--- src/hdl/dcp_regs.svh ---
// register offsets, field positions and reset values of the dma cell channel
`ifndef DCP_REGS_SVH
`define DCP_REGS_SVH

`define DCP_ADDR_W        8
`define DCP_DATA_W        32
`define DCP_SIZE_W        16
`define DCP_PAT_W         8
`define DCP_MODE_W        2
`define DCP_LVL_W         8

`define DCP_OFF_CTRL      8'h00
`define DCP_OFF_STATUS    8'h04
`define DCP_OFF_SIZE      8'h08
`define DCP_OFF_PTR       8'h0C
`define DCP_OFF_PAT       8'h10

`define DCP_CTRL_EN_BIT   0
`define DCP_CTRL_MODE_LSB 1
`define DCP_CTRL_MODE_MSB 2

`define DCP_ST_BUSY_BIT   0
`define DCP_ST_DONE_BIT   1
`define DCP_ST_TERM_BIT   2
`define DCP_ST_OVR_BIT    3
`define DCP_ST_LVL_LSB    8
`define DCP_ST_LVL_MSB    15

`define DCP_SIZE_RST      16'h0000
`define DCP_PTR_RST       16'h0000
`define DCP_PTR_ONE       16'h0001
`define DCP_PAT_RST       8'h00
`define DCP_RDATA_RST     32'h0000_0000

`endif

--- src/hdl/dcp_pkg.sv ---
// types shared by the dma cell channel modules
package dcp_pkg;

  typedef enum logic [1:0] {
    DCP_MODE_BASIC  = 2'h0,
    DCP_MODE_DETECT = 2'h1,
    DCP_MODE_TERM   = 2'h2,
    DCP_MODE_RSVD   = 2'h3
  } dcp_mode_t;

  typedef enum logic [1:0] {
    DCP_ST_IDLE = 2'h1,
    DCP_ST_MOVE = 2'h2
  } dcp_state_t;

endpackage

--- src/hdl/dcp_fifo.sv ---
// synchronous fifo with valid and ready on both sides
`timescale 1ns/1ps
`default_nettype none

module dcp_fifo #(
  parameter int WIDTH = 8,
  parameter int DEPTH = 32
) (
  input  wire logic               core_clk,
  input  wire logic               rst_n,
  input  wire logic               ce,
  input  wire logic [WIDTH-1:0]   in_data,
  input  wire logic               in_valid,
  output logic                    in_ready,
  output logic [WIDTH-1:0]        out_data,
  output logic                    out_valid,
  input  wire logic               out_ready,
  output logic [$clog2(DEPTH):0]  level
);

  localparam int AW = $clog2(DEPTH);

  initial begin
    if (DEPTH < 4 || (1 << AW) != DEPTH || WIDTH < 1) begin
      $error("dcp_fifo: depth must be a power of two of at least 4");
    end
  end

  logic [WIDTH-1:0] mem [DEPTH];
  logic [AW-1:0]    wptr_reg;
  logic [AW-1:0]    wptr_next;
  logic [AW-1:0]    rptr_reg;
  logic [AW-1:0]    rptr_next;
  logic [AW:0]      cnt_reg;
  logic [AW:0]      cnt_next;
  logic             push;
  logic             pop;

  assign in_ready  = (cnt_reg != DEPTH[AW:0]);
  assign out_valid = (cnt_reg != '0);
  assign out_data  = mem[rptr_reg];
  assign level     = cnt_reg;

  always_comb begin
    push      = in_valid & in_ready;
    pop       = out_valid & out_ready;
    wptr_next = push ? wptr_reg + 1'b1 : wptr_reg;
    rptr_next = pop ? rptr_reg + 1'b1 : rptr_reg;
    cnt_next  = cnt_reg;
    if (push && !pop) begin
      cnt_next = cnt_reg + 1'b1;
    end else if (pop && !push) begin
      cnt_next = cnt_reg - 1'b1;
    end
  end

  always_ff @(posedge core_clk) begin
    if (ce && push) begin
      mem[wptr_reg] <= in_data;
    end
  end

  always_ff @(posedge core_clk or negedge rst_n) begin
    if (!rst_n) begin
      wptr_reg <= '0;
      rptr_reg <= '0;
      cnt_reg  <= '0;
    end else if (ce) begin
      wptr_reg <= wptr_next;
      rptr_reg <= rptr_next;
      cnt_reg  <= cnt_next;
    end
  end

endmodule // dcp_fifo

`default_nettype wire

--- src/hdl/dcp_match.sv ---
// byte comparator that ends a cell on a matching byte
`timescale 1ns/1ps
`default_nettype none
`include "dcp_regs.svh"

module dcp_match (
  input  wire logic                  enable,
  input  wire logic                  strobe,
  input  wire logic [`DCP_PAT_W-1:0] data,
  input  wire logic [`DCP_PAT_W-1:0] pattern,
  output logic                       hit
);

  // pattern only counts while enabled
  assign hit = enable & strobe & (data == pattern);

endmodule // dcp_match

`default_nettype wire

--- src/hdl/dcp_channel.sv ---
// dma channel cell size, cell pointer and pattern data with byte stream path
//
// Operation
// each trigger moves as many bytes as the 16-bit cell size field holds, all ones = 65535.
// bits 31 to 16 of cell size and cell pointer read as zero.
// in pattern detect mode a pattern detect resets the cell pointer.
// software loads the match byte into bits 7 to 0 of pattern data before terminate mode.
// outside pattern terminate mode the pattern data has no effect.
// bits 31 to 8 of pattern data read as zero.
// the cell pointer is read-only, counts bytes of the cell and returns to zero at cell end.
`timescale 1ns/1ps
`default_nettype none
`include "dcp_regs.svh"

module dcp_channel #(
  parameter int FIFO_DEPTH = 32
) (
  input  wire logic                   core_clk,
  input  wire logic                   rst_n,
  input  wire logic                   ce,
  input  wire logic [`DCP_ADDR_W-1:0] reg_addr,
  input  wire logic [`DCP_DATA_W-1:0] reg_wdata,
  input  wire logic                   reg_wr,
  input  wire logic                   reg_rd,
  output logic      [`DCP_DATA_W-1:0] reg_rdata,
  input  wire logic                   trig,
  input  wire logic                   pat_detect,
  input  wire logic [`DCP_PAT_W-1:0]  src_data,
  input  wire logic                   src_valid,
  output logic                        src_ready,
  output logic      [`DCP_PAT_W-1:0]  dst_data,
  output logic                        dst_valid,
  input  wire logic                   dst_ready,
  output logic                        busy,
  output logic                        cell_done
);

  localparam int LW = $clog2(FIFO_DEPTH) + 1;

  initial begin
    if (FIFO_DEPTH < 4 || FIFO_DEPTH > 128) begin
      $error("dcp_channel: fifo depth must lie between 4 and 128");
    end
  end

  // registers
  logic                   ctrl_en_reg;
  logic                   ctrl_en_next;
  dcp_pkg::dcp_mode_t     ctrl_mode_reg;
  dcp_pkg::dcp_mode_t     ctrl_mode_next;
  logic [`DCP_SIZE_W-1:0] size_reg;
  logic [`DCP_SIZE_W-1:0] size_next;
  logic [`DCP_SIZE_W-1:0] ptr_reg;
  logic [`DCP_SIZE_W-1:0] ptr_next;
  logic [`DCP_PAT_W-1:0]  pat_reg;
  logic [`DCP_PAT_W-1:0]  pat_next;
  logic                   done_reg;
  logic                   done_next;
  logic                   term_reg;
  logic                   term_next;
  logic                   ovr_reg;
  logic                   ovr_next;
  logic [`DCP_DATA_W-1:0] rdata_reg;
  logic [`DCP_DATA_W-1:0] rdata_next;

  // channel state
  dcp_pkg::dcp_state_t    state_reg;
  dcp_pkg::dcp_state_t    state_next;
  logic                   src_ready_reg;
  logic                   src_ready_next;
  logic                   cell_done_reg;
  logic                   cell_done_next;
  logic                   busy_reg;
  logic                   busy_next;

  // output stage
  logic [`DCP_PAT_W-1:0]  dst_data_reg;
  logic [`DCP_PAT_W-1:0]  dst_data_next;
  logic                   dst_valid_reg;
  logic                   dst_valid_next;

  // internal
  logic                   fifo_in_ready;
  logic [`DCP_PAT_W-1:0]  fifo_out_data;
  logic                   fifo_out_valid;
  logic                   fifo_pop;
  logic [LW-1:0]          fifo_level;
  logic                   accept;
  logic                   match_hit;
  logic                   last_byte;
  logic                   end_cell;
  logic                   det_clear;
  logic                   wr_ctrl;
  logic                   wr_status;
  logic                   wr_size;
  logic                   wr_pat;
  logic                   room;
  logic                   term_mode;
  logic [`DCP_LVL_W-1:0]  lvl_ext;

  assign reg_rdata = rdata_reg;
  assign src_ready = src_ready_reg;
  assign dst_data  = dst_data_reg;
  assign dst_valid = dst_valid_reg;
  assign busy      = busy_reg;
  assign cell_done = cell_done_reg;

  dcp_fifo #(
    .WIDTH (`DCP_PAT_W),
    .DEPTH (FIFO_DEPTH)
  ) u_fifo (
    .core_clk  (core_clk),
    .rst_n     (rst_n),
    .ce        (ce),
    .in_data   (src_data),
    .in_valid  (accept),
    .in_ready  (fifo_in_ready),
    .out_data  (fifo_out_data),
    .out_valid (fifo_out_valid),
    .out_ready (fifo_pop),
    .level     (fifo_level)
  );

  dcp_match u_match (
    .enable  (term_mode),
    .strobe  (accept),
    .data    (src_data),
    .pattern (pat_reg),
    .hit     (match_hit)
  );

  always_comb begin
    term_mode = (ctrl_mode_reg == dcp_pkg::DCP_MODE_TERM);
    accept    = src_valid & src_ready_reg & fifo_in_ready;
    last_byte = (ptr_reg == (size_reg - `DCP_PTR_ONE));
    end_cell  = accept & (last_byte | match_hit);
    det_clear = (ctrl_mode_reg == dcp_pkg::DCP_MODE_DETECT) & pat_detect;
    room      = (fifo_level <= LW'(FIFO_DEPTH - 2));
    lvl_ext   = `DCP_LVL_W'(fifo_level);
    wr_ctrl   = reg_wr & (reg_addr == `DCP_OFF_CTRL);
    wr_status = reg_wr & (reg_addr == `DCP_OFF_STATUS);
    wr_size   = reg_wr & (reg_addr == `DCP_OFF_SIZE);
    wr_pat    = reg_wr & (reg_addr == `DCP_OFF_PAT);
  end

  // register file writes
  always_comb begin
    ctrl_en_next   = ctrl_en_reg;
    ctrl_mode_next = ctrl_mode_reg;
    size_next      = size_reg;
    pat_next       = pat_reg;
    if (wr_ctrl) begin
      ctrl_en_next   = reg_wdata[`DCP_CTRL_EN_BIT];
      ctrl_mode_next = dcp_pkg::dcp_mode_t'(reg_wdata[`DCP_CTRL_MODE_MSB:`DCP_CTRL_MODE_LSB]);
    end
    if (wr_size) begin
      size_next = reg_wdata[`DCP_SIZE_W-1:0];
    end
    if (wr_pat) begin
      pat_next = reg_wdata[`DCP_PAT_W-1:0];
    end
  end

  // channel sequencing, pointer and sticky flags
  always_comb begin
    state_next     = state_reg;
    ptr_next       = ptr_reg;
    done_next      = done_reg;
    term_next      = term_reg;
    ovr_next       = ovr_reg;
    cell_done_next = 1'b0;
    // write one to clear, set below wins
    if (wr_status) begin
      if (reg_wdata[`DCP_ST_DONE_BIT]) begin
        done_next = 1'b0;
      end
      if (reg_wdata[`DCP_ST_TERM_BIT]) begin
        term_next = 1'b0;
      end
      if (reg_wdata[`DCP_ST_OVR_BIT]) begin
        ovr_next = 1'b0;
      end
    end
    case (state_reg)
      dcp_pkg::DCP_ST_IDLE: begin
        ptr_next = `DCP_PTR_RST;
        if (trig && ctrl_en_reg) begin
          if (size_reg == `DCP_SIZE_RST) begin
            done_next      = 1'b1;
            cell_done_next = 1'b1;
          end else begin
            state_next = dcp_pkg::DCP_ST_MOVE;
          end
        end
      end
      dcp_pkg::DCP_ST_MOVE: begin
        if (trig) begin
          ovr_next = 1'b1;
        end
        if (!ctrl_en_reg) begin
          state_next = dcp_pkg::DCP_ST_IDLE;
          ptr_next   = `DCP_PTR_RST;
        end else if (end_cell) begin
          state_next     = dcp_pkg::DCP_ST_IDLE;
          ptr_next       = `DCP_PTR_RST;
          done_next      = 1'b1;
          cell_done_next = 1'b1;
          if (match_hit) begin
            term_next = 1'b1;
          end
        end else if (accept) begin
          ptr_next = ptr_reg + `DCP_PTR_ONE;
        end
      end
      default: begin
        state_next = dcp_pkg::DCP_ST_IDLE;
        ptr_next   = `DCP_PTR_RST;
      end
    endcase
    if (det_clear) begin
      ptr_next = `DCP_PTR_RST;
    end
    busy_next      = (state_next == dcp_pkg::DCP_ST_MOVE);
    src_ready_next = busy_next & room;
  end

  // output stage fed from the fifo
  always_comb begin
    fifo_pop       = fifo_out_valid & (~dst_valid_reg | dst_ready);
    dst_valid_next = dst_valid_reg;
    dst_data_next  = dst_data_reg;
    if (fifo_pop) begin
      dst_valid_next = 1'b1;
      dst_data_next  = fifo_out_data;
    end else if (dst_ready) begin
      dst_valid_next = 1'b0;
    end
  end

  // read data, one cycle after the strobe
  always_comb begin
    rdata_next = `DCP_RDATA_RST;
    if (reg_rd) begin
      case (reg_addr)
        `DCP_OFF_CTRL: begin
          rdata_next[`DCP_CTRL_EN_BIT] = ctrl_en_reg;
          rdata_next[`DCP_CTRL_MODE_MSB:`DCP_CTRL_MODE_LSB] = ctrl_mode_reg;
        end
        `DCP_OFF_STATUS: begin
          rdata_next[`DCP_ST_BUSY_BIT] = busy_reg;
          rdata_next[`DCP_ST_DONE_BIT] = done_reg;
          rdata_next[`DCP_ST_TERM_BIT] = term_reg;
          rdata_next[`DCP_ST_OVR_BIT]  = ovr_reg;
          rdata_next[`DCP_ST_LVL_MSB:`DCP_ST_LVL_LSB] = lvl_ext;
        end
        `DCP_OFF_SIZE: begin
          rdata_next[`DCP_SIZE_W-1:0] = size_reg;
        end
        `DCP_OFF_PTR: begin
          rdata_next[`DCP_SIZE_W-1:0] = ptr_reg;
        end
        `DCP_OFF_PAT: begin
          rdata_next[`DCP_PAT_W-1:0] = pat_reg;
        end
        default: begin
          rdata_next = `DCP_RDATA_RST;
        end
      endcase
    end
  end

  always_ff @(posedge core_clk or negedge rst_n) begin
    if (!rst_n) begin
      ctrl_en_reg   <= 1'b0;
      ctrl_mode_reg <= dcp_pkg::DCP_MODE_BASIC;
      size_reg      <= `DCP_SIZE_RST;
      ptr_reg       <= `DCP_PTR_RST;
      pat_reg       <= `DCP_PAT_RST;
      done_reg      <= 1'b0;
      term_reg      <= 1'b0;
      ovr_reg       <= 1'b0;
      rdata_reg     <= `DCP_RDATA_RST;
      state_reg     <= dcp_pkg::DCP_ST_IDLE;
      src_ready_reg <= 1'b0;
      cell_done_reg <= 1'b0;
      busy_reg      <= 1'b0;
      dst_data_reg  <= `DCP_PAT_RST;
      dst_valid_reg <= 1'b0;
    end else if (ce) begin
      ctrl_en_reg   <= ctrl_en_next;
      ctrl_mode_reg <= ctrl_mode_next;
      size_reg      <= size_next;
      ptr_reg       <= ptr_next;
      pat_reg       <= pat_next;
      done_reg      <= done_next;
      term_reg      <= term_next;
      ovr_reg       <= ovr_next;
      rdata_reg     <= rdata_next;
      state_reg     <= state_next;
      src_ready_reg <= src_ready_next;
      cell_done_reg <= cell_done_next;
      busy_reg      <= busy_next;
      dst_data_reg  <= dst_data_next;
      dst_valid_reg <= dst_valid_next;
    end
  end

endmodule // dcp_channel

`default_nettype wire

--- config.mk ---
export PLATFORM = sky130hd
export DESIGN_NAME = dcp_channel
export DESIGN_NICKNAME = d
export VERILOG_FILES = /design/src/hdl/dcp_pkg.sv /design/src/hdl/dcp_fifo.sv /design/src/hdl/dcp_match.sv /design/src/hdl/dcp_channel.sv
export VERILOG_INCLUDE_DIRS = /design/src /design/src/hdl
export SDC_FILE = /design/constraint.sdc
export NUM_CORES = 1
export LEC_CHECK = 0
export BUFFER_PORTS_ARGS = -buffer_cell sky130_fd_sc_hd__buf_2
export CORE_MARGIN = 2
export CORE_UTILIZATION = 35
export CTS_BUF_LIST = sky130_fd_sc_hd__clkbuf_8
export DETAILED_ROUTE_END_ITERATION = 8
export PLACE_DENSITY = 0.52
export SYNTH_ARGS = -nofsm -noshare
export SYNTH_HDL_FRONTEND = slang
export SYNTH_SLANG_ARGS = --single-unit
export TNS_END_PERCENT = 50
--- constraint.sdc ---
create_clock -name core_clk -period 5.6 [get_ports core_clk]
set_input_delay 0.56 -clock core_clk [delete_from_list [all_inputs] [get_ports core_clk]]
set_output_delay 0.56 -clock core_clk [all_outputs]
set_load 0.02 [all_outputs]
==> results.py, run 1 <==
metrics = {
    "synth": {
        "postSynth.asyncResetShare": 0.264,
        "yosys.area_share.simple": 0.0738,
        "yosys.area_share.adder": 0.0127,
        "synth_top_family_by_area": "multiplexers",
        "ys_seq_elements": 348,
        "yosysSeqAreaShare": 0.652,
        "muxShareOfSynthArea": 0.152,
        "synth_top_area_frac": 0.502,
        "synth_compound_area_frac": 0.0492,
        "synthCells": 976,
        "yosysMostFrequentCell": "edfxtp_1",
        "synth_top_area_cell": "edfxtp_1",
        "synthTopCellsByCount": "edfxtp_1 (256), dfrtp_1 (91), mux4_2 (80), nor2_1 (66), nand2_1 (55)",
        "syn_area_per_cell_um2": 15.7,
        "synth_area_mm2": 0.0153,
        "yosysUniqueCellTypes": 67,
        "synth_area_leaders": "edfxtp_1 (50%), dfrtp_1 (15%), mux4_2 (12%)",
        "synth_warnings": 0,
        "synth_xor_area_frac": 0.0280,
        "synthFlopType": "edfxtp_1",
        "synth-edff-count": 256,
    },
    "floorplanning": {
        "initial_utilization": 0.355,
        "die-area_mm2": 0.0455,
        "rows": 76,
        "io_pins": 101,
        "die_w_um": 213,
        "fp.coreArea_mm2": 0.0432,
        "dieHeight_um": 213,
    },
    "clock_tree": {
        "cts_buffer_depth": 3,
        "cts_sinks": 348,
        "cts_tree": "done",
        "clock_latency_ps": 650,
        "cts_resized": 0,
        "cts_hold_buf": 0,
        "root_buffer": "clkbuf_8",
        "post-cts-setup-buffers": 0,
        "cts.htree.levels": 2,
        "clk_pin_slew_ps": 60,
        "cts_buffers": 58,
    },
    "placement": {
        "port_buffers": 68,
        "placedCellCount": 1580,
        "gp_congestion": 0.793,
        "place_hpwl_um": 22700,
    },
    "pwr": {
        "p_sw_frac": 0.294,
        "pwr-share-seq": 0.461,
        "p_int_w": 0.00475,
        "power_density_mw_per_mm2": 390,
        "p_leak_nw": 6.27,
        "p_clk_frac": 0.316,
        "p_sw_w": 0.00197,
        "ir_drop_mv": 0.249,
        "power_frac_comb": 0.224,
    },
    "status": {
        "status": "completed",
    },
    "timing": {
        "finalSetupViolCount": 0,
        "rsz0062_at_grt": "false",
        "hold_violations": 0,
        "worst_pin_slew_ps": 1220,
        "fin_crit_ps": 3230,
        "post-route-period-util": 0.577,
        "fmax_mhz": 310,
        "holdWs_ps": 11.0,
        "slew_headroom": 0.178,
        "tns_ps": 0,
        "drv_slew": 0,
        "skew_ps": 47.2,
    },
    "layout": {
        "insertedDiodeCount": 0,
        "fill_cells": 4021,
        "multi_input_area_mm2": 0.00490,
        "final_cells": 1685,
        "top_register": "u_fifo.mem",
        "layout-drive-gt1-share": 0.250,
        "area_growth_pct": 12.5,
        "finalNetCount": 1127,
        "regArea_mm2": 0.0100,
        "largest_reg_flops": 256,
    },
    "worst_setup_path": {
        "worstPathArrival_ps": 3730,
        "path_max_fanout": 8,
        "worstPathCellList": "inv_1, ha_1, nor2b_1, nand4_1, mux2_1, mux2i_1, o22ai_1, nor2b_1, nor2_2, a211o_1",
        "cp_top_family": "simple AND/OR/NAND/NOR gates",
        "cp.required_ps": 6100,
        "reg2reg_depth": 10,
        "cp_slowest_cell": "nor2b_1",
        "cp-end-kind": "flop",
        "path_class": "reg -> reg",
        "crit_path_start_kind": "flop",
        "r2r_start": "size_reg[0]$_DFFE_PN0P_",
        "r2r_end": "state_reg[1]$_DFFE_PN0P_",
        "crit_buf_inv": 1,
        "slowest_delay_ps": 640,
        "worst_path_most_repeated_cell": "nor2b_1",
        "r2r_slack_ps": 2370,
    },
    "drt": {
        "drc": 0,
        "first_pass_iters": 5,
        "drtIter0Drc": 630,
        "ant_nets": 0,
        "vias": 8538,
        "wl_um": 35200,
        "viasPerCell": 5.07,
        "avgRoutedWirePerCell_um": 20.9,
    },
    "grt": {
        "grt_start_max_net_pins": 62,
        "grt_pass1_vias": 8773,
        "grt_overflow_total": 0,
        "antenna_found_initial": 1,
        "grt_pass1_wl_um": 54600,
        "grtUsageTotal": 0.161,
    },
    "worst_hold_path": {
        "hold_path.class": "in -> async",
    },
    "run": {
        "maxCapViolations": 0,
    },
}
[worst max path at each step]
stage / from / endpoint / depth (start not counted)
2_1_floorplan: u_fifo.level[1]$_DFFE_PN0P_ / u_fifo.level[5]$_DFFE_PN0P_ / 12
3_3_place_gp: u_fifo.level[1]$_DFFE_PN0P_ / u_fifo.level[5]$_DFFE_PN0P_ / 14
3_5_place_dp: u_fifo.level[1]$_DFFE_PN0P_ / u_fifo.level[5]$_DFFE_PN0P_ / 14
4_1_cts: u_fifo.level[1]$_DFFE_PN0P_ / u_fifo.level[5]$_DFFE_PN0P_ / 14
5_1_grt: u_fifo.level[1]$_DFFE_PN0P_ / u_fifo.level[5]$_DFFE_PN0P_ / 14
6_report: size_reg[0]$_DFFE_PN0P_ / state_reg[1]$_DFFE_PN0P_ / 10
[layer usage]
layer,wire length (um),track usage,part of all wire,up-vias
met1,16700,0.230,0.47,4365
met2,16100,0.248,0.46,207
met4,762,0.0503,0.022,2
met3,1620,0.0304,0.046,58
met5,13,0,0.00037,-
li1,-,-,-,3906
[layout make-up]
cell class                 instances  area share
clock buffer                      64      0.0511
multi-input combinational        540       0.284
timing repair buffer              76      0.0234
sequential                       348       0.580
clock inverter                    41      0.0122
inverter                          31     0.00675
tap                              585      0.0425
[worst register-to-register path: stages, from the launching register on]
cell and delay (ps):
dfrtp_1 470, inv_1 100, ha_1 210, nor2b_1 380, nand4_1 260, mux2_1 270
mux2i_1 60, o22ai_1 200, nor2b_1 640, nor2_2 220, a211o_1 310
[cell families after synthesis]
| family | after synthesis |
|---|---|
| mux | 129 |
| xor+xnor | 49 |
| compound gates | 108 |
| simple gates | 223 |
| fa+ha+maj | 15 |
| buf+inv | 103 |
| other cells | 1 |
| flops | 348 |
[through the flow]
stage	power [W]	util	worst slack, ps	instance area [um2]
after floorplan	0.00421	-	2700	15400
after global placement	0.00468	0.374	2330	16100
after detailed placement	0.00469	0.374	2360	16100
after CTS	0.00683	0.399	2340	17200
after global routing	0.00706	0.399	2060	17200
final	0.00672	0.399	2370	17200
[power groups by stage]
| stage | sequential [W] | clock (W) | combinational (W) |
|---|---|---|---|
| after CTS | 0.00311 | 0.00219 | 0.00154 |
| final | 0.00309 | 0.00212 | 0.00150 |
| after global placement | 0.00315 | 0 | 0.00152 |
| after detailed placement | 0.00316 | 0 | 0.00153 |
| after global routing | 0.00312 | 0.00230 | 0.00164 |
| after floorplan | 0.00301 | 0 | 0.00120 |
[placed cells by master (no fill, tap or decap), drive strengths merged, types with 6 or more instances in the layout]
cell / synthesis / routed
edfxtp: 256 / 256
dfrtp: 91 / 91
mux4: 80 / 80
buf: 33 / 76
nor2: 67 / 67
clkbuf: 39 / 64
nand2: 55 / 55
inv: 31 / 54
mux2: 31 / 31
xnor2: 30 / 30
nand3: 26 / 26
o21ai: 25 / 25
xor2: 19 / 19
mux2i: 18 / 18
o22ai: 18 / 18
a21oi: 17 / 17
clkinv: 0 / 17
conb: 1 / 16
ha: 14 / 14
nor3: 13 / 13
nand4: 11 / 11
and3: 10 / 10
nand3b: 7 / 7
a22o: 6 / 6
and2: 6 / 6
Note: power is estimated with default switching activity, not from simulation.
==> run 2: changes to the inputs <==
--- a/config.mk
+++ b/config.mk
@@ -11,7 +11,7 @@
 export CORE_UTILIZATION = 35
 export CTS_BUF_LIST = sky130_fd_sc_hd__clkbuf_8
 export DETAILED_ROUTE_END_ITERATION = 8
-export PLACE_DENSITY = 0.52
+export PLACE_DENSITY = 0.54
 export SYNTH_ARGS = -nofsm -noshare
 export SYNTH_HDL_FRONTEND = slang
 export SYNTH_SLANG_ARGS = --single-unit
==> constraint.sdc (replaced) <==
create_clock -name core_clk -period 2.86 [get_ports core_clk]
set_input_delay 0.286 -clock core_clk [delete_from_list [all_inputs] [get_ports core_clk]]
set_output_delay 0.286 -clock core_clk [all_outputs]
set_load 0.02 [all_outputs]
==> run 2 against run 1 <==
  * Maximum frequency increased by 17%
  * Sequential cell count unchanged
  * Wire length increased by 8.3%
  * Via count increased by 5.1%
  * Global-route usage increased by 1.1 points
  * Core utilization increased by 1.9 points
  * Design area increased by 4.8%
  * Clock skew decreased by 9.3 ps
  * Clock power increased by 89%
  * Worst hold slack improved by 37 ps
  * Sequential power increased by 91%
  * Critical path depth increased by 2
  * Largest power group unchanged
==> results.py, run 2 (synthesis gave the netlist of run 1 again) <==
metrics = {
    "grt": {
        "antenna_found_initial": 0,
        "grtUsageTotal": 0.172,
        "grt_pass1_wl_um": 57800,
        "grt_overflow_total": 0,
        "grt_start_max_net_pins": 68,
        "grt_pass1_vias": 9271,
    },
    "clock_tree": {
        "cts_buffers": 56,
        "cts_sinks": 348,
        "cts_buffer_depth": 3,
        "clk_pin_slew_ps": 60,
        "clock_latency_ps": 620,
        "root_buffer": "clkbuf_8",
        "post-cts-setup-buffers": 0,
        "cts_tree": "done",
        "cts.htree.levels": 2,
    },
    "worst_setup_path": {
        "slowest_delay_ps": 570,
        "worstPathArrival_ps": 3230,
        "crit_path_start_kind": "flop",
        "path_max_fanout": 4,
        "path_class": "reg -> reg",
        "cp-end-kind": "flop",
        "worstPathCellList": "or4_4, o311a_4, ha_4, inv_2, ha_1, a21o_1, a21oi_2, o21bai_1, a21oi_1, xnor2_1, nor2_1, xnor2_1",
        "cp.required_ps": 3340,
        "worst_path_most_repeated_cell": "xnor2_1",
        "cp_slowest_cell": "or4_4",
    },
    "layout": {
        "layout-drive-gt1-share": 0.298,
        "top_register": "u_fifo.mem",
        "fill_cells": 4026,
        "finalNetCount": 1222,
        "final_cells": 1780,
        "final_cell_mix": "edfxtp_1 (256), dfrtp_1 (89), buf_4 (81)",
        "insertedDiodeCount": 0,
        "largest_reg_flops": 256,
        "area_growth_pct": 17.9,
        "layout_commonest_cell": "edfxtp_1",
    },
    "pwr": {
        "power_density_mw_per_mm2": 739,
        "p_leak_nw": 6.74,
        "ir_drop_mv": 0.520,
    },
    "placement": {
        "gp_congestion": 0.804,
        "port_buffers": 68,
        "pre_cts_ws_ps": 9.27,
        "placedCellCount": 1656,
        "place_hpwl_um": 25500,
    },
    "floorplanning": {
        "io_pins": 101,
        "initial_utilization": 0.355,
        "rows": 76,
        "dieHeight_um": 213,
        "fp.coreArea_mm2": 0.0432,
        "die_w_um": 213,
        "die-area_mm2": 0.0455,
    },
    "timing": {
        "holdWs_ps": 47.7,
        "drv_slew": 0,
        "skew_ps": 37.8,
        "post-route-period-util": 0.963,
        "finalSetupViolCount": 0,
        "fin_crit_ps": 2750,
        "slew_headroom": 0.382,
        "worst_pin_slew_ps": 927,
        "rsz0062_at_grt": "true",
        "worst_slack_ps": 107,
        "hold_violations": 0,
        "fmax_mhz": 363,
    },
    "drt": {
        "drc": 0,
        "first_pass_iters": 5,
        "viasPerCell": 5.04,
        "vias": 8971,
        "drtIter0Drc": 745,
        "avgRoutedWirePerCell_um": 21.4,
        "wl_um": 38100,
        "ant_nets": 0,
    },
    "run": {
        "maxCapViolations": 0,
    },
    "worst_hold_path": {
        "hold_path.class": "in -> reg",
    },
    "status": {
        "status": "completed",
    },
}
-- run 2: power by group --
part	internal, W	switching, W	leakage [nW]
combinational	0.00177	0.00167	2.60
clock	0.00203	0.00197	0.610
sequential	0.00560	0.000298	3.53
-- run 2: metal layers --
layer / wire [um] / track usage / part of all wire / vias to the layer above
met5: 0 / 0 / 0 / -
met4: 1010 / 0.0522 / 0.026 / 0
met3: 1660 / 0.0310 / 0.044 / 71
met2: 17900 / 0.272 / 0.47 / 232
met1: 17600 / 0.241 / 0.46 / 4583
li1: - / - / - / 4085
-- run 2: worst paths after layout --
kind,startpoint,end,slack [ps],depth (start not counted)
setup / recovery,u_fifo.level[4]$_DFFE_PN0P_,u_fifo.level[5]$_DFFE_PN0P_,110,12
hold / removal,trig,ovr_reg$_DFFE_PN0P_,50,2
setup reg to reg,u_fifo.level[4]$_DFFE_PN0P_,u_fifo.level[5]$_DFFE_PN0P_,110,12
hold reg to reg,term_reg$_DFFE_PN0P_,term_reg$_DFFE_PN0P_,480,2
max in group asynchronous,rst_n,u_fifo.rptr_reg[0]$_DFFE_PN0P_,1720,3
min in group asynchronous,rst_n,size_reg[8]$_DFFE_PN0P_,340,2
-- run 2: metrics by stage --
step	TNS, ps	utilization	instance area, um2	power, W
6_report	0	0.418	18100	0.0133
5_1_grt	-39.8	0.418	18100	0.0140
4_1_cts	0	0.418	18000	0.0135
3_5_place_dp	0	0.388	16800	0.00945
3_3_place_gp	0	0.388	16800	0.00942
2_1_floorplan	0	-	15400	0.00823
-- run 2: critical path: cells and delay by family, from the launching register on --
| kind | cells | cell delay [ps] |
|---|---|---|
| AND/OR/NAND/NOR | 2 | 640 |
| XOR/XNOR | 2 | 260 |
| buffers and inverters | 1 | 70 |
| flip-flops | 1 | 380 |
| adder cells (fa/ha/maj) | 2 | 400 |
| AO/OA/AOI/OAI | 5 | 890 |
-- run 2: what timing repair did --
action / 4_1_cts / 5_1_grt
gates resized for setup: 2 / 7
setup endpoints to repair: 1 / 21
hold buffers: 21 / 0
pin swaps: 0 / 4
endpoints found under the hold margin: 95 / 0
-- run 2: final cells by class --
cell class	count	area [um2]	share of cell area
multi-input combinational	540	4940	0.274
clock inverter	43	215	0.0119
sequential	348	10000	0.553
clock buffer	60	826	0.0457
timing repair buffer	173	1230	0.0683
inverter	31	116	0.00644
tap	585	732	0.0405
